--- config.mk ---
export PLATFORM = sky130hd
export DESIGN_NAME = xcvr_dev_flat
export DESIGN_NICKNAME = d
export VERILOG_FILES = /design/src/shared/xcvr_pkg.sv /design/src/shared/xcvr_link_if.sv /design/src/xcvr_dev.sv /design/src/flat_wrapper.sv
export SDC_FILE = /design/constraint.sdc
export NUM_CORES = 1
export LEC_CHECK = 0
export ABC_AREA = 1
export BUFFER_PORTS_ARGS = -buffer_cell sky130_fd_sc_hd__buf_2
export CAP_MARGIN = 20
export CORE_MARGIN = 5
export CORE_UTILIZATION = 42
export CTS_CLUSTER_DIAMETER = 150
export DETAILED_ROUTE_END_ITERATION = 12
export GPL_TIMING_DRIVEN = 0
export SYNTH_ARGS = -nofsm -noshare
export SYNTH_HDL_FRONTEND = slang
export SYNTH_SLANG_ARGS = --single-unit
--- constraint.sdc ---
create_clock -name pclk -period 3.9 [get_ports pclk]
set_input_delay 0.195 -clock pclk [delete_from_list [all_inputs] [get_ports pclk]]
set_output_delay 0.195 -clock pclk [all_outputs]
set_load 0.01 [all_outputs]
--- src/shared/xcvr_pkg.sv ---
// Shared constants for the transceiver register link and its controller.
package xcvr_pkg;
  // Clock and link timing.
  localparam int CLK_NS = 25;
  localparam int SCK_PERIOD_NS = 200;
  localparam logic [7:0] SCK_HALF_CYC = 8'(SCK_PERIOD_NS / (2 * CLK_NS));
  localparam logic [7:0] DCLK_CYC = 8'h04;
  localparam logic [4:0] CMD_BITS = 5'h08;
  localparam logic [4:0] FRAME_BITS = 5'h10;
  // Device register addresses and fields.
  localparam logic [3:0] ADDR_EXT = 4'h3;
  localparam logic [3:0] ADDR_CHK_MIN = 4'h4;
  localparam logic [3:0] ADDR_RATE_MAX = 4'h5;
  localparam logic [3:0] ADDR_STATUS = 4'h8;
  localparam int CMD_WRITE_BIT = 7;
  localparam int FIELD_HI_LSB = 6;
  localparam int EXT_BIT = 0;
  localparam int ST_KEY_LSB = 3;
  localparam int ST_PWR_BIT = 2;
  localparam int ST_LOWBAT_BIT = 1;
  localparam int ST_AUX_BIT = 0;
  // Device reset values.
  localparam logic [1:0] CHK_RST = 2'h1;
  localparam logic [5:0] MIN_RST = 6'h10;
  localparam logic [1:0] RANGE_RST = 2'h2;
  localparam logic [5:0] MAX_RST = 6'h1c;
  localparam logic EXT_RST = 1'b0;
  // Bits verified per check-count code.
  localparam logic [3:0] CHK_N0 = 4'h0;
  localparam logic [3:0] CHK_N1 = 4'h3;
  localparam logic [3:0] CHK_N2 = 4'h6;
  localparam logic [3:0] CHK_N3 = 4'h9;
  localparam logic [1:0] RANGE_SHIFT_MAX = 2'h3;
  // Controller APB map.
  localparam logic [11:0] HOST_CMD = 12'h000;
  localparam logic [11:0] HOST_STAT = 12'h004;
  localparam logic [11:0] HOST_IRQ_STAT = 12'h008;
  localparam logic [11:0] HOST_IRQ_CLR = 12'h00c;
  localparam logic [11:0] HOST_IRQ_EN = 12'h010;
  localparam int HC_DATA_LSB = 0;
  localparam int HC_ADDR_LSB = 8;
  localparam int HC_WRITE_BIT = 12;
  localparam int HS_BUSY_BIT = 0;
  localparam int HS_RDATA_LSB = 8;
  localparam int IRQ_DONE_BIT = 0;
  localparam int IRQ_DEV_BIT = 1;
endpackage : xcvr_pkg

--- src/shared/xcvr_link_if.sv ---
// Four-wire serial link plus interrupt line between controller and device.
`timescale 1ns/1ps
interface xcvr_link_if;
  logic cs;
  logic sck;
  logic sdi;
  logic sdo;
  logic irq;
  modport dev (input cs, input sck, input sdi, output sdo, output irq);
  modport host (output cs, output sck, output sdi, input sdo, input irq);
endinterface : xcvr_link_if

--- src/xcvr_dev.sv ---
// Device end: serial register slave, timing, bit-check and status logic.
// Overview of operation
// - Check-count code selects 0, 3, 6, 9 bits.
// - Receive low bound is min times scaled period.
// - Transmit half bit lasts min plus one periods.
// - Range code scales base period 8, 4, 2, 1.
// - Host picks range covering intended data rate.
// - Host avoids amplitude keying above 10 kbit/s.
// - Receive high bound is max minus one periods.
// - Status register readable over the serial link.
// - Wake, auxiliary or key events raise interrupt.
// - Status read clears flags and the interrupt.
// - Extension bit doubles the scaled timing period.
`timescale 1ns/1ps
module xcvr_dev (
  input wire logic pclk,
  input wire logic presetn,
  xcvr_link_if.dev link,
  input wire logic tx_mode,
  input wire logic demod_data,
  input wire logic [4:0] key_n,
  input wire logic pwr_on_pin,
  input wire logic vaux_ok_pin,
  input wire logic low_batt_pin,
  output logic bitcheck_ok,
  output logic tx_bitclk
);
  typedef struct packed {
    logic cs_s1;
    logic cs_s2;
    logic sck_s1;
    logic sck_s2;
    logic sck_d;
    logic sdi_s1;
    logic sdi_s2;
    logic dat_s1;
    logic dat_s2;
    logic dat_d;
    logic [4:0] key_s1;
    logic [4:0] key_s2;
    logic [4:0] key_d;
    logic pwr_s1;
    logic pwr_s2;
    logic pwr_d;
    logic aux_s1;
    logic aux_s2;
    logic aux_d;
    logic lb_s1;
    logic lb_s2;
    logic [4:0] bitcnt;
    logic [7:0] shin;
    logic [7:0] shout;
    logic [7:0] cmd;
    logic sdo;
    logic [1:0] chk;
    logic [5:0] lmin;
    logic [1:0] range;
    logic [5:0] lmax;
    logic ext;
    logic pwr_f;
    logic lb_f;
    logic aux_f;
    logic [4:0] key_f;
    logic irq;
    logic [7:0] tcnt;
    logic [6:0] iv;
    logic [3:0] acc;
    logic seen;
    logic passed;
    logic [5:0] txc;
    logic txclk;
  } dev_state_s;

  dev_state_s st_reg;
  dev_state_s st_next;
  logic [7:0] period;
  logic tick;
  logic [3:0] need;
  logic sck_rise;
  logic sck_fall;
  logic [7:0] rd_val;
  logic [7:0] wr_val;
  logic status_clr;
  logic in_window;

  always_comb begin
    st_next = st_reg;
    // Two-stage synchronisers for every input pin except presetn and tx_mode.
    st_next.cs_s1 = link.cs;
    st_next.cs_s2 = st_reg.cs_s1;
    st_next.sck_s1 = link.sck;
    st_next.sck_s2 = st_reg.sck_s1;
    st_next.sck_d = st_reg.sck_s2;
    st_next.sdi_s1 = link.sdi;
    st_next.sdi_s2 = st_reg.sdi_s1;
    st_next.dat_s1 = demod_data;
    st_next.dat_s2 = st_reg.dat_s1;
    st_next.dat_d = st_reg.dat_s2;
    st_next.key_s1 = key_n;
    st_next.key_s2 = st_reg.key_s1;
    st_next.key_d = st_reg.key_s2;
    st_next.pwr_s1 = pwr_on_pin;
    st_next.pwr_s2 = st_reg.pwr_s1;
    st_next.pwr_d = st_reg.pwr_s2;
    st_next.aux_s1 = vaux_ok_pin;
    st_next.aux_s2 = st_reg.aux_s1;
    st_next.aux_d = st_reg.aux_s2;
    st_next.lb_s1 = low_batt_pin;
    st_next.lb_s2 = st_reg.lb_s1;

    sck_rise = st_reg.cs_s2 && st_reg.sck_s2 && !st_reg.sck_d;
    sck_fall = st_reg.cs_s2 && !st_reg.sck_s2 && st_reg.sck_d;
    wr_val = {st_reg.shin[6:0], st_reg.sdi_s2};
    status_clr = 1'b0;

    // Register read view; the status word shows live key levels.
    if (wr_val[3:0] == xcvr_pkg::ADDR_EXT) begin
      rd_val = {7'h00, st_reg.ext};
    end else if (wr_val[3:0] == xcvr_pkg::ADDR_CHK_MIN) begin
      rd_val = {st_reg.chk, st_reg.lmin};
    end else if (wr_val[3:0] == xcvr_pkg::ADDR_RATE_MAX) begin
      rd_val = {st_reg.range, st_reg.lmax};
    end else if (wr_val[3:0] == xcvr_pkg::ADDR_STATUS) begin
      rd_val = {~st_reg.key_s2, st_reg.pwr_f, st_reg.lb_f,
                st_reg.aux_f};
    end else begin
      rd_val = 8'h00;
    end

    // Serial slave: sample on rising edge, shift out on falling edge.
    if (!st_reg.cs_s2) begin
      st_next.bitcnt = 5'h00;
      st_next.sdo = 1'b0;
    end else if (sck_rise && st_reg.bitcnt < xcvr_pkg::FRAME_BITS) begin
      st_next.shin = wr_val;
      st_next.bitcnt = st_reg.bitcnt + 5'h01;
      if (st_reg.bitcnt == xcvr_pkg::CMD_BITS - 5'h01) begin
        st_next.cmd = wr_val;
        st_next.shout = rd_val;
        status_clr = !wr_val[xcvr_pkg::CMD_WRITE_BIT] &&
                     wr_val[3:0] == xcvr_pkg::ADDR_STATUS;
      end
      if (st_reg.bitcnt == xcvr_pkg::FRAME_BITS - 5'h01 &&
          st_reg.cmd[xcvr_pkg::CMD_WRITE_BIT]) begin
        if (st_reg.cmd[3:0] == xcvr_pkg::ADDR_EXT) begin
          st_next.ext = wr_val[xcvr_pkg::EXT_BIT];
        end else if (st_reg.cmd[3:0] == xcvr_pkg::ADDR_CHK_MIN) begin
          st_next.chk = wr_val[7:xcvr_pkg::FIELD_HI_LSB];
          st_next.lmin = wr_val[5:0];
        end else if (st_reg.cmd[3:0] == xcvr_pkg::ADDR_RATE_MAX) begin
          st_next.range = wr_val[7:xcvr_pkg::FIELD_HI_LSB];
          st_next.lmax = wr_val[5:0];
        end
      end
    end else if (sck_fall && st_reg.bitcnt >= xcvr_pkg::CMD_BITS &&
                 !st_reg.cmd[xcvr_pkg::CMD_WRITE_BIT]) begin
      st_next.sdo = st_reg.shout[7];
      st_next.shout = {st_reg.shout[6:0], 1'b0};
    end

    // Status flags: a new event in the clearing cycle is kept.
    st_next.pwr_f = (st_reg.pwr_s2 && !st_reg.pwr_d) ||
                    (st_reg.pwr_f && !status_clr);
    st_next.aux_f = (st_reg.aux_s2 && !st_reg.aux_d) ||
                    (st_reg.aux_f && !status_clr);
    st_next.lb_f = st_reg.lb_s2 || (st_reg.lb_f && !status_clr);
    st_next.key_f = (st_reg.key_d & ~st_reg.key_s2) |
                    (status_clr ? 5'h00 : st_reg.key_f);
    st_next.irq = st_next.pwr_f || st_next.aux_f ||
                  (|st_next.key_f);

    // Scaled timing period in clock cycles.
    period = xcvr_pkg::DCLK_CYC << (xcvr_pkg::RANGE_SHIFT_MAX -
                                    st_reg.range);
    if (st_reg.ext) begin
      period = {period[6:0], 1'b0};
    end
    tick = st_reg.tcnt >= period - 8'h01;
    st_next.tcnt = tick ? 8'h00 : st_reg.tcnt + 8'h01;

    case (st_reg.chk)
      2'h0: need = xcvr_pkg::CHK_N0;
      2'h1: need = xcvr_pkg::CHK_N1;
      2'h2: need = xcvr_pkg::CHK_N2;
      default: need = xcvr_pkg::CHK_N3;
    endcase

    // Interval between data edges, counted in scaled periods.
    in_window = st_reg.iv >= {1'b0, st_reg.lmin} &&
                st_reg.iv <= {1'b0, st_reg.lmax} - 7'h01;
    if (tick && st_reg.iv != 7'h7f) begin
      st_next.iv = st_reg.iv + 7'h01;
    end
    if (tx_mode) begin
      st_next.acc = 4'h0;
      st_next.seen = 1'b0;
      st_next.passed = 1'b0;
      st_next.iv = 7'h00;
    end else if (need == 4'h0) begin
      st_next.passed = 1'b1;
    end else if (st_reg.dat_s2 != st_reg.dat_d && !st_reg.passed) begin
      st_next.iv = 7'h00;
      st_next.seen = 1'b1;
      if (st_reg.seen && in_window) begin
        st_next.acc = st_reg.acc + 4'h1;
        st_next.passed = st_reg.acc + 4'h1 >= need;
      end else begin
        st_next.acc = 4'h0;
      end
    end

    // Transmit bit clock toggles every lmin plus one scaled periods.
    if (!tx_mode) begin
      st_next.txc = 6'h00;
      st_next.txclk = 1'b0;
    end else if (tick) begin
      if (st_reg.txc >= st_reg.lmin) begin
        st_next.txc = 6'h00;
        st_next.txclk = !st_reg.txclk;
      end else begin
        st_next.txc = st_reg.txc + 6'h01;
      end
    end
  end

  always_ff @(posedge pclk or negedge presetn) begin
    if (!presetn) begin
      st_reg <= '0;
      st_reg.chk <= xcvr_pkg::CHK_RST;
      st_reg.lmin <= xcvr_pkg::MIN_RST;
      st_reg.range <= xcvr_pkg::RANGE_RST;
      st_reg.lmax <= xcvr_pkg::MAX_RST;
      st_reg.ext <= xcvr_pkg::EXT_RST;
      st_reg.key_s1 <= 5'h1f;
      st_reg.key_s2 <= 5'h1f;
      st_reg.key_d <= 5'h1f;
    end else begin
      st_reg <= st_next;
    end
  end

  assign link.sdo = st_reg.sdo;
  assign link.irq = st_reg.irq;
  assign bitcheck_ok = st_reg.passed;
  assign tx_bitclk = st_reg.txclk;
endmodule : xcvr_dev

--- src/flat_wrapper.sv ---
// flat-port wrapper written by rule: the top's interface ports become plain ports
module xcvr_dev_flat 
  (pclk, presetn, tx_mode, demod_data, key_n, pwr_on_pin, vaux_ok_pin, low_batt_pin, bitcheck_ok, tx_bitclk, link_cs, link_sck, link_sdi, link_sdo, link_irq);
  xcvr_link_if link_i ();
  input wire logic pclk;
  input wire logic presetn;
  input wire logic tx_mode;
  input wire logic demod_data;
  input wire logic [4:0] key_n;
  input wire logic pwr_on_pin;
  input wire logic vaux_ok_pin;
  input wire logic low_batt_pin;
  output logic bitcheck_ok;
  output logic tx_bitclk;
  input wire logic [$bits(link_i.cs)-1:0] link_cs;
  input wire logic [$bits(link_i.sck)-1:0] link_sck;
  input wire logic [$bits(link_i.sdi)-1:0] link_sdi;
  output wire logic [$bits(link_i.sdo)-1:0] link_sdo;
  output wire logic [$bits(link_i.irq)-1:0] link_irq;
  assign link_i.cs = link_cs;
  assign link_i.sck = link_sck;
  assign link_i.sdi = link_sdi;
  assign link_sdo = link_i.sdo;
  assign link_irq = link_i.irq;
  xcvr_dev u_core (.pclk(pclk), .presetn(presetn), .link(link_i), .tx_mode(tx_mode), .demod_data(demod_data), .key_n(key_n), .pwr_on_pin(pwr_on_pin), .vaux_ok_pin(vaux_ok_pin), .low_batt_pin(low_batt_pin), .bitcheck_ok(bitcheck_ok), .tx_bitclk(tx_bitclk));
endmodule
==> results by stage, run 1 <==
Pwr:
- Of the total power, combinational logic draws 0.134.
- The net switching component of the power is ~0.90 mW.
- Of the total power, registers draw 0.430.
- The share of total power dissipated in the clock network is 0.436.
- The static leakage is around 3.1 nW.
- Of the total power, the share spent switching nets is 0.285.
- The total power after layout is 3.15 mW.
- VDD sags by at most 0.000339 V.
- In this run the power density over the cells is 488 nW/um2.
- Internal power comes to 2.25 mW.

Timing:
- For the pin with the worst max-slew slack, the measured transition is roughly 0.55 ns.
- In this run the tightest slew margin relative to its limit is 0.633.
- The number of setup violations in the final report is 0.
- The fmax is 0.416 GHz.
- The final critical-path share of the clock period is 0.616.
- The summed negative setup slack over all endpoints is 0 ns.
- The final critical-path required period is 2.40 ns.
- The clock arrives with 0.0107 ns of skew.
- Setup repair after global routing left no endpoint under its margin.
- The hold violation count in the final report is 0.
- The total count of max-transition violations in the final report is 0.

Route:
- The topmost layer with routed signal wires is met4.
- The post-detailed-route via-to-cell ratio is roughly 5.
- For this block, the initial DRC count from the detailed router was 270.
- The met3 wire length is 444 um.
- After detailed routing, the number of remaining DRC violations is 0.
- Dividing the detail-routed wire length by the instance count gives 12.9 um.
- After detailed routing, the wire length on met1 is 5240 um.
- The number of routed nets with antenna violations is 0.
- In the detailed route, the total length drawn on met2 is just over 5000 um.
- For this block, the routed nets add up to 11000 um of wire.
- The count of vias placed by the detailed router is ~4.1k.
- The total iterations of the first detailed-routing run is 6.

Final layout:
- In the layout the commonest cells are 127 x nand2_1, 92 x dfrtp_1, 83 x inv_1.
- The storage element area is 2850 um2.
- The flip-flop count of the largest register after layout is 88.
- The number of filler cells placed in the layout is 1211.
- The share of layout cells above drive strength 1 is 0.129.
- The final antenna diode count is 0.
- In the final layout, the multi-input gates occupy 2250 um2.
- The library cell used most frequently in the layout, excluding fill and tap cells, is nand2_1.
- The net count of the finished layout is 722.
- The growth of design area from synthesis to finish is 18.2%.

Synth:
- The Yosys step of the flow raised 0 warnings.
- The sequential fraction of the synthesis area is 0.523.
- The netlist uses 35 different library cells.
- In this run, synthesis produced a sequential element count of 113.
- Synthesis handed over a netlist of 617 instances.
- The mapped cell area is 5460 um2.
- The average size of a mapped cell is 8.85 um2.

Run:
- The tool flagged a number of max-cap violations equal to 0.

Global route:
- The largest net degree at the start of global routing is 75.
- The number of antenna violations at the first check in global routing is 0.
- The via count of the first global-routing pass was 4162.
- The first global-routing pass estimated 19500 um of wire.
- For this run, the total global-route usage over all layers was measured as 0.163.
- After global routing the overflow that remains totals 0.

Setup path:
- The maximum fanout count along the critical path is 4.
- The total buffers and inverters traversed by the critical path is 1.
- In this design, the critical path's most frequently occurring cell is nand2_1.
- The signal on the critical path passes through inv_1, ha_1, nand2_1, or3_1, ha_1, nand2_1, nor2_1, nand4_1, nand2_1, nand2_1, nor2_1, nand2_1, o21ai_0.
- The worst setup path is captured at a flop.
- STA classifies the critical path startpoint as a flop.
- The cell family contributing the most delay on the critical path is simple AND/OR/NAND/NOR gates.
- STA puts the critical path data arrival time at 2.73 ns.
- On the worst path, the slowest cell contributes a delay of 0.39 ns.
- The critical path in this run is classified as reg2reg.
- On the critical path, the stage with the largest delay is an instance of dfrtp_1.
- The required time of the critical path is 4.23 ns.

Placement:
- The last weighted congestion value of the routability-driven placer is 0.867.
- The wire-length estimate of the detail-placed layout is approximately 8100 um.
- Port buffering added 17 buffers.

Clock network:
- In this run the number of H-tree levels came out at 4.
- The clock net sink count is 113.
- The clock-pin slew on the worst setup and hold paths is approximately 0.060 ns.
- The number of buffers created by CTS is 17.
- The buffer type at the clock tree root is clkbuf_16.
- In this run the deepest clock path goes through 2 buffers.
- The clock latency of the later-clocked register in the worst-skew pair is 0.42 ns.
- The clock tree from TritonCTS is done.
- The number of setup buffers added after CTS is 0.
- Gates resized during post-CTS repair numbered 0.

Status:
- The run finished with clean final reports.

Die:
- The die covers around 15000 um2.
- In this run the standard cell core region covers 12700 um2.
- The number of placement rows is 41.
- The floorplan step set the die width to about 120 um.
- The initial core utilization is 0.431.
- During I/O placement, the number of pins put on the boundary was 19.
- In this run the vertical extent of the chip is approximately 120 um.

Min path:
- The tightest min-delay check is of the in2reg type.
-- final cells by class --
cell class                      count  share of cell area
Inverter                           84              0.0488
Clock buffer                       19              0.0686
Tap cell                          172              0.0333
Sequential cell                   113               0.442
Timing Repair Buffer               31              0.0380
Multi-Input combinational cell    412               0.349
Buffer                              9             0.00640
Clock inverter                     13              0.0138
-- path summary, 6_finish.rpt --
path,depth (start not counted),slack [ns],endpoint,from
worst max-delay path,13,1.50,u_core.st_reg[12]$_DFFE_PN0P_,u_core.st_reg[38]$_DFFE_PN0P_
worst min-delay path,3,0.24,u_core.st_reg[3]$_DFFE_PN0P_,tx_mode
worst max register to register,13,1.50,u_core.st_reg[12]$_DFFE_PN0P_,u_core.st_reg[38]$_DFFE_PN0P_
worst min register to register,0,0.35,u_core.st_reg[110]$_DFF_PN0_,u_core.st_next[110]$_DFF_PN0_
max in group asynchronous,3,2.79,u_core.st_reg[93]$_DFF_PN1_,presetn
min in group asynchronous,2,0.31,u_core.st_reg[13]$_DFF_PN0_,presetn
-- synth_stat cells --
library cell	number	share of area
a21o_1	1	0.0014
a21oi_1	36	0.033
a22o_1	1	0.0016
a31oi_1	1	0.0011
buf_2	6	0.0055
clkbuf_1	3	0.0021
conb_1	1	0.00069
dfrtp_1	92	0.42
dfstp_2	21	0.10
ha_1	39	0.089
inv_1	83	0.057
inv_2	1	0.00069
nand2_1	127	0.087
nand2_2	2	0.0023
nand3_1	37	0.034
nand3_2	3	0.0055
nand3b_1	1	0.0014
nand4_1	8	0.0092
nor2_1	64	0.044
nor2_2	3	0.0034
nor2_4	1	0.0021
nor3_1	6	0.0055
nor3_2	1	0.0018
nor3_4	1	0.0030
nor3b_1	3	0.0041
nor4_1	1	0.0011
o211ai_1	1	0.0014
o21a_1	2	0.0027
o21ai_0	37	0.034
o21ai_1	17	0.016
o221ai_1	1	0.0016
o22ai_1	1	0.0011
or3_1	1	0.0011
xnor2_1	6	0.0096
xor2_1	8	0.013
-- metal layers --
metal,GRT usage,up-vias
met3,0.0500,18
met2,0.256,71
met1,0.213,1954
met4,0.0602,0
met5,0,-
li1,-,2102
-- timing repair --
| action | in CTS | in global routing |
|---|---|---|
| hold endpoints to repair | 51 | 0 |
| hold buffers | 13 | 0 |
| endpoints found under the setup margin | 0 | 0 |
-- cells by family after synthesis --
family	after synthesis	share of synthesized area
other	1	0.000687
flip-flops	113	0.523
adder cells (fa/ha/maj)	39	0.0894
XOR/XNOR	14	0.0225
AND/OR/NAND/NOR	259	0.206
buffers and inverters	93	0.0653
AO/OA/AOI/OAI	98	0.0935
-- metrics by stage --
stage / cells / hold slack, ns / worst slack [ns] / instance area (um2) / utilization
final: 853 / 0.237 / 1.50 / 6450 / 0.509
after global routing: 853 / 0.257 / 1.21 / 6450 / 0.509
after CTS: 853 / 0.203 / 1.47 / 6450 / 0.509
after detailed placement: 808 / 0.223 / 1.46 / 5790 / 0.457
after global placement: 807 / 0.300 / 1.33 / 5760 / 0.455
after floorplan: 618 / -0.101 / 1.80 / 5460 / -
-- tightest hold or removal path: stages --
cell      delay (ns)
clkbuf_1        0.22
nand3_1         0.15
nand2_1         0.04
-- power by group through the flow --
| stage | registers [mW] | logic (mW) | clock network (mW) |
|---|---|---|---|
| 2_1_floorplan | 1.35 | 0.298 | 0 |
| 3_3_place_gp | 1.37 | 0.395 | 0 |
| 4_1_cts | 1.35 | 0.427 | 1.41 |
| 5_1_grt | 1.37 | 0.505 | 1.46 |
| 3_5_place_dp | 1.37 | 0.414 | 0 |
| 6_report | 1.35 | 0.422 | 1.37 |
(Power assumes the default switching activity.)
==> run 2, diff against run 1 <==
==> constraint.sdc (replaced) <==
create_clock -name pclk -period 2.1 [get_ports pclk]
set_input_delay 0.105 -clock pclk [delete_from_list [all_inputs] [get_ports pclk]]
set_output_delay 0.105 -clock pclk [all_outputs]
set_load 0.01 [all_outputs]
==> run 2 against run 1 <==
Design area is 5.2% higher. Die area stayed put. Highest routed layer unchanged. Setup slack worse by 1.5 ns. Sequential share of layout area is 2.2 points lower. Sequential power is 86% higher. The run now ends with negative setup slack left. Utilization is 2.6 points higher. Non-clock buffer count is 12 higher. Routed wire length is 3.1% higher. Clock power is 130% higher. Hold slack worse by 0.090 ns. Flip-flop and latch count stayed put. First-iteration DRC count is 33% higher.
==> results by stage, run 2 (same netlist as run 1, synthesis figures left out) <==
Clock network:
- The level count of the clock H-tree is 4.
- The number of buffers between clock root and the deepest sink is 2.
- In this run the clock root is driven by a clkbuf_16.
- The number of buffers created by CTS is 17.
- The clock-pin slew on the worst setup and hold paths is ~0.050 ns.
- The clock tree from TritonCTS is done.
- The clock net sink count is 113.
- The clock latency of the later-clocked register in the worst-skew pair is between 0.4 and 0.5 ns.

Pwr:
- The worst-case IR drop observed on VDD is 0.000925 V.
- Of the total power, the share spent switching nets is 0.260.
- The power share of the sequential group is 0.388.
- The static leakage is 3.21 nW.
- The internal power of the cells is roughly 4.8 mW.
- The share of total power dissipated in combinational logic is 0.128.
- For this design the total switching power over the nets is 1.68 mW.
- The power density relative to cell area is about 950 nW/um2.
- The portion of total power attributed to the clock network is 0.484.
- After layout, the design draws a total of about 6.5 mW.

Final layout:
- The growth of design area from synthesis to finish is 24.4%.
- The net total in the final layout is around 730.
- The flip-flop count of the largest register after layout is 88.
- The final antenna diode count is 0.
- The storage element area is 2850 um2.
- The multi-input combinational cells in the finished layout cover a total of 2360 um2.
- Leaving out fill and tap cells, the most frequent cells in the layout are 120 x nand2_1, 92 x dfrtp_1, 80 x inv_1.
- After filler insertion, the fill cell instance count of the layout stands at 1182.
- The most frequent standard cell in the layout excluding fill and tap cells is nand2_1.
- The share of layout cells above drive strength 1 is 0.172.

Placement:
- The count of port buffers added during placement is 17.
- The worst slack at placement is -0.256 ns.
- The last weighted congestion value of the routability-driven placer is 0.874.
- The half-perimeter wire length after detailed placement is ~8000 um.

Global route:
- The wire length of the first global-routing pass is 20000 um.
- For this run the aggregate overflow at the end of global routing stands at 0.
- The via count of the first global-routing pass is roughly 4.3k.
- The overall fraction of global-route tracks in use is 0.166.
- The number of antenna violations at the first check in global routing came to 0.
- Entering global routing, the biggest net connects 77 pins.

Timing:
- The final critical-path share of the clock period is 1.02.
- Setup repair after global routing could not meet its margin everywhere.
- The total count of max-transition violations in the final report is 0.
- For the pin with the worst max-slew slack, the measured transition is 0.658 ns.
- The hold violation count in the final report came to 0.
- The headroom to the max-slew limit is 0.561.
- After layout, the worst setup slack is -0.0462 ns.
- The maximum clock skew at final layout is 0.00598 ns.
- The final critical-path required period is 2.15 ns.
- Summed over all failing endpoints, the final setup total negative slack is -0.161 ns.
- On the final layout, the worst hold slack is 0.146 ns.
- The fmax is ~0.47 GHz.
- The number of setup violations in the final report is 5.

Setup path:
- The critical path is of the reg2reg type.
- Along the worst path, the maximum fanout reaches 4.
- Measured in cells, the most critical reg-to-reg path has a length of 13.
- For the worst setup path, the data required time is 2.44 ns.
- The arrival time at the worst endpoint is 2.48 ns.
- The destination of the worst register-to-register timing path is u_core.st_reg[9]$_DFFE_PN0P_.
- In this run the register-to-register setup slack is -0.05 ns.
- The worst register-to-register path begins at u_core.st_reg[38]$_DFFE_PN0P_.
- The worst setup path is captured at a flop.
- The type of origin of the critical path is a flop.
- Tracing the worst setup path back leads to its startpoint at u_core.st_reg[38]$_DFFE_PN0P_.

Die:
- The number of ports placed on the die boundary is 19.
- The die covers around 15000 um2.
- From bottom edge to top edge, the die measures 124 um.
- The initialized floorplan defines 41 standard-cell rows.
- The placeable core region is 12700 um2.
- The initial core utilization is 0.431.
- The die outline width is 124 um.

Min path:
- The type of the tightest min-delay check is in2reg.
- The path with the worst hold slack has its endpoint at u_core.st_reg[8]$_DFFE_PN0P_.
- The worst hold path begins at tx_mode.
- The cell depth of the worst min-delay path is 2.

Route:
- The detail-routed net length per standard cell is 13.1 um.
- The DRC violation count after routing is 0.
- For this block, the routed nets add up to 11400 um of wire.
- In the routed layout, each cell is associated on average with a via count of approximately 4.9.
- The number of design-rule violations left by the first detailed-router iteration is 358.
- The first detailed-routing pass ran for 4 iterations.
- The count of vias placed by the detailed router is 4254.
- In this run the remaining antenna-violating nets after routing total 0.

Status:
- The checks that failed: negative setup slack.
- The run finished, with violations left.

Run:
- The max capacitance violation total is 0.
run 2: cell types whose count changed in the layout (fill, tap and decap cells not counted), moves of 4 or more:
cell        delta
clkinv_2       -4
buf_4         +12
bufinv_16      +5
nand2_1        -7
nand2_2        +6
clkinvlp_4     -4
buf_2          -4
run 2: worst max path at each step:
stage,to,slack [ns],cells past startpoint
2_1_floorplan,u_core.st_reg[12]$_DFFE_PN0P_,0.04,14
3_3_place_gp,u_core.st_next[90]$_DFF_PN0_,-0.37,1
3_5_place_dp,u_core.st_reg[12]$_DFFE_PN0P_,-0.26,13
4_1_cts,u_core.st_reg[12]$_DFFE_PN0P_,-0.18,14
5_1_grt,u_core.bitcheck_ok$_DFFE_PN0P_,-0.24,16
6_report,u_core.st_reg[9]$_DFFE_PN0P_,-0.05,13
run 2: layout make-up:
class                   count  share of cell area
flip-flops and latches    113               0.420
multi-input cells         412               0.348
inverters                  84              0.0464
well taps                 172              0.0317
repair buffers             43              0.0505
clock buffers              20              0.0643
clock inverters            12              0.0304
plain buffers               9             0.00811
run 2: critical path, stage by stage (launching register included):
cell and delay [ns]:
dfrtp_1 0.39, inv_2 0.09, ha_4 0.14, nand2_2 0.06, or3_4 0.35, ha_4 0.29
nand2_4 0.05, nor2_4 0.11, nand4_1 0.12, nand2_2 0.12, nand2_2 0.07, nor2_4 0.12
nand3_1 0.08, o21ai_1 0.08
run 2: timing repair:
action	in CTS	in global routing
pin swaps	13	19
hold buffers	13	0
buffers inserted	6	6
gates resized for setup	8	31
endpoints found under the hold margin	49	0
endpoints found under the setup margin	5	34
run 2: layer usage:
| layer | track usage | vias to the layer above | wire [um] |
|---|---|---|---|
| met5 | 0 | - | 0 |
| met4 | 0.0595 | 0 | 181 |
| met3 | 0.0454 | 15 | 429 |
| met2 | 0.270 | 63 | 5410 |
| met1 | 0.214 | 2045 | 5340 |
| li1 | - | 2131 | - |
run 2: per-stage QoR:
step / util / instance area, um2 / instances
final: 0.536 / 6790 / 865
after detailed placement: 0.457 / 5800 / 808
after CTS: 0.523 / 6630 / 859
after global placement: 0.455 / 5770 / 807
after global routing: 0.536 / 6790 / 865
after floorplan: - / 5470 / 618
run 2: power by group through the flow:
stage / Sequential, mW / Clock (mW) / Combinational (mW)
final: 2.51 / 3.13 / 0.829
after detailed placement: 2.55 / 0 / 0.769
after global placement: 2.54 / 0 / 0.737
after CTS: 2.51 / 3.19 / 0.792
after global routing: 2.54 / 3.32 / 0.980
after floorplan: 2.51 / 0 / 0.556
==> run 3, diff against run 2 <==
--- a/config.mk
+++ b/config.mk
@@ -9,10 +9,11 @@
 export BUFFER_PORTS_ARGS = -buffer_cell sky130_fd_sc_hd__buf_2
 export CAP_MARGIN = 20
 export CORE_MARGIN = 5
-export CORE_UTILIZATION = 42
+export CORE_UTILIZATION = 56
 export CTS_CLUSTER_DIAMETER = 150
 export DETAILED_ROUTE_END_ITERATION = 12
 export GPL_TIMING_DRIVEN = 0
+export PLACE_DENSITY = 0.76
 export SYNTH_ARGS = -nofsm -noshare
 export SYNTH_HDL_FRONTEND = slang
 export SYNTH_SLANG_ARGS = --single-unit
==> run 3 against run 2 <==
The flow still finishes with violations (negative setup slack). Clock skew is essentially flat. Hold slack worse by 0.13 ns. Utilization grew 15 points. Register-to-register slack hardly changed. Setup slack better by 0.011 ns. Die area decreased by 23%. Final cell count shrank 5.2%. Clock-buffer cell count decreased by 3. Sequential share of layout area rose by 1.3 points. Critical endpoint is now u_core.st_reg[12]$_DFFE_PN0P_. Largest power group unchanged.
==> results by stage, run 3 (same netlist as run 1, synthesis figures left out) <==
Status:
- The run finished, with violations left.
- The final reports fail on negative setup slack.

Final layout:
- The library cells used most frequently in the layout, excluding fill and tap cells, are 121 x nand2_1, 92 x dfrtp_1, 81 x inv_1.
- The register with the most flip-flops in the layout has 88 of them.
- The number of antenna diodes in the final layout is 0.
- The final core area utilization is 0.684.
- After the flow finishes, the layout carries non-filler instances totaling 820.
- The total non-filler cell area in the finished layout is 6590 um2.
- The number of filler cells placed in the layout is ~750.
- The share of layout cells above drive strength 1 is 0.169.
- The most frequent standard cell in the layout excluding fill and tap cells is nand2_1.
- The multi-input gate area in the final layout is 2370 um2.
- The sequential cells in the finished layout cover a total of 2850 um2.
- Compared with the post-synthesis result, the final layout area differs by 20.7%.
- The net total in the final layout is 728.

Route:
- The count of vias placed by the detailed router is between 4k and 5k.
- After the first detailed-routing iteration, the DRC count stood at 313.
- The detailed-route wire length is 11700 um.
- The DRC violation count after routing is 0.
- The post-detailed-route via-to-cell ratio is 5.30.
- The total iterations of the first detailed-routing run is 5.
- The detail-routed net length per standard cell is approximately 14 um.
- The number of routed nets with antenna violations is 0.

Setup path:
- STA classifies the critical path startpoint as a flop.
- The start-to-end type of the worst setup path is reg2reg.
- The worst setup path is captured at a flop.
- STA puts the critical path data required time at 2.55 ns.
- For the worst setup path, the data arrival time is 2.59 ns.
- The maximum fanout count along the critical path is 4.

Min path:
- The path class of the tightest hold or removal check is in2reg.

Die:
- From left edge to right edge, the die measures 109 um.
- After floorplanning, the core was divided into 36 placement rows.
- For this configuration, the core starts out at a cell density of 0.566.
- The floorplan step defined a core boundary enclosing 9640 um2.
- The floorplan die area is between 10000 and 15000 um2.
- The height of the die is ~110 um.
- 19 I/O pins were placed.

Placement:
- The count of port buffers added during placement is 17.
- The half-perimeter wire length after detailed placement is 7870 um.
- At the end of routability-driven placement, the weighted congestion stood at 0.898.
- The worst slack at placement is -0.246 ns.
- The placed instances occupy a cell area of 5750 um2.
- Once placement completed, the tool counted placed cells totaling 769.

Pwr:
- Summed over all cells, the static leakage comes to roughly 3.1 nW.
- The maximum ir drop on the vdd rail is about 0.00096 V.
- Power spread over the standard cell area amounts to ~910 nW/um2.

Clock network:
- The cell sitting at the root of the clock tree is a clkbuf_8.
- The clock net sink count is 113.
- The number of buffers between clock root and the deepest sink is 2.
- Clock tree synthesis inserted a total of 17 buffers.
- CTS built an H-tree with a depth of 4.
- The clock-pin slew on the worst setup and hold paths is about 0.06 ns.
- For the worst-skew pair, the clock arrives at the later sink with an insertion delay of around 0.52 ns.
- TritonCTS built the clock tree.

Timing:
- The minimum hold slack is 0.0175 ns.
- The number of setup violations in the final report is 4.
- Headroom to the max-slew limit came out at 0.562.
- The total count of max-transition violations in the final report came to 0.
- Of the available clock period, the critical path in the final layout requires 1.02.
- The hold violation count in the final report is 0.
- At the pin with the least slew margin, the transition time is between 0.6 and 0.7 ns.
- The maximum clock skew at final layout is 0.00624 ns.
- The smallest setup slack after layout is -0.0353 ns.
- Setup repair after global routing could not meet its margin everywhere.
- Timing would allow up to 0.468 GHz.
- After layout, the minimum clock period comes to around 2.1 ns.

Global route:
- The first global-routing pass estimated between 20000 and 25000 um of wire.
- The largest net degree at the start of global routing is 77.
- For this run, the total global-route usage over all layers was measured as 0.219.
- The number of antenna violations at the first check in global routing is 0.
- The total congestion overflow is 0.
- The via count of the first global-routing pass came to about 4.3k.

Run:
- The max capacitance violation total is 0.
run 3: cell types whose count changed in the layout (fill, tap and decap cells not counted), moves of 2 or more:
| cell | change |
|---|---|
| bufinv_16 | -5 |
| inv_6 | +5 |
| buf_4 | -4 |
| clkbuf_1 | -3 |
| a21oi_1 | -2 |
| a21oi_2 | +2 |
| nand3_1 | -2 |
| nand3_2 | +2 |
| nor3_2 | -2 |
run 3: final timing paths:
path | cells past startpoint | startpoint | endpoint | slack (ns)
max | 13 | u_core.st_reg[38]$_DFFE_PN0P_ | u_core.st_reg[12]$_DFFE_PN0P_ | -0.04
min | 2 | tx_mode | u_core.st_reg[8]$_DFFE_PN0P_ | 0.02
max reg2reg | 13 | u_core.st_reg[38]$_DFFE_PN0P_ | u_core.st_reg[12]$_DFFE_PN0P_ | -0.04
min reg2reg | 0 | u_core.st_next[87]$_DFF_PN0_ | u_core.st_next[86]$_DFF_PN0_ | 0.35
max in group asynchronous | 3 | presetn | u_core.st_next[92]$_DFF_PN1_ | 1.23
min in group asynchronous | 2 | presetn | u_core.st_reg[26]$_DFF_PN0_ | 0.11
run 3: routing by layer:
layer | global-route usage | share of wire | vias to the layer above
met4 | 0.0974 | 0.023 | 0
met3 | 0.0474 | 0.042 | 26
met5 | 0 | 0 | -
met1 | 0.277 | 0.43 | 2102
met2 | 0.365 | 0.50 | 95
li1 | - | - | 2125
run 3: power breakdown:
group	leakage, nW	internal, mW	total, mW	switching (mW)
combinational	1.46	0.317	0.877	0.560
sequential	1.40	2.36	2.51	0.149
clock	0.267	1.48	2.61	1.13
run 3: final cells by class:
cell class,count,area share
Multi-Input combinational cell,412,0.359
Buffer,9,0.00835
Timing Repair Buffer,37,0.0446
Sequential cell,113,0.433
Clock inverter,15,0.0190
Tap cell,133,0.0252
Clock buffer,17,0.0628
Inverter,84,0.0478
run 3: repair_timing:
item                                   in CTS  in global routing
setup endpoints to repair                   5                 21
pin swaps                                  12                 16
buffers inserted                            5                  1
endpoints found under the hold margin      49                  0
hold buffers                               13                  0
gates resized for setup                    11                 27
run 3: metrics by stage:
stage / power (mW) / setup TNS [ns]
6_report: 5.99 / -0.0909
5_1_grt: 6.28 / -0.890
4_1_cts: 5.97 / -0.450
3_5_place_dp: 3.32 / -0.819
3_3_place_gp: 3.26 / -26.33
2_1_floorplan: 3.07 / 0
run 3: worst max-delay path: stages (launching register included):
cell and delay (ns):
dfrtp_1 0.39, inv_2 0.09, ha_4 0.15, nand2_2 0.05, or3_4 0.35, ha_4 0.28
nand2_2 0.06, nor2_2 0.12, nand4_1 0.11, nand2_2 0.11, nand2_2 0.06, nor2_4 0.12
nand2_1 0.06, o21ai_1 0.10
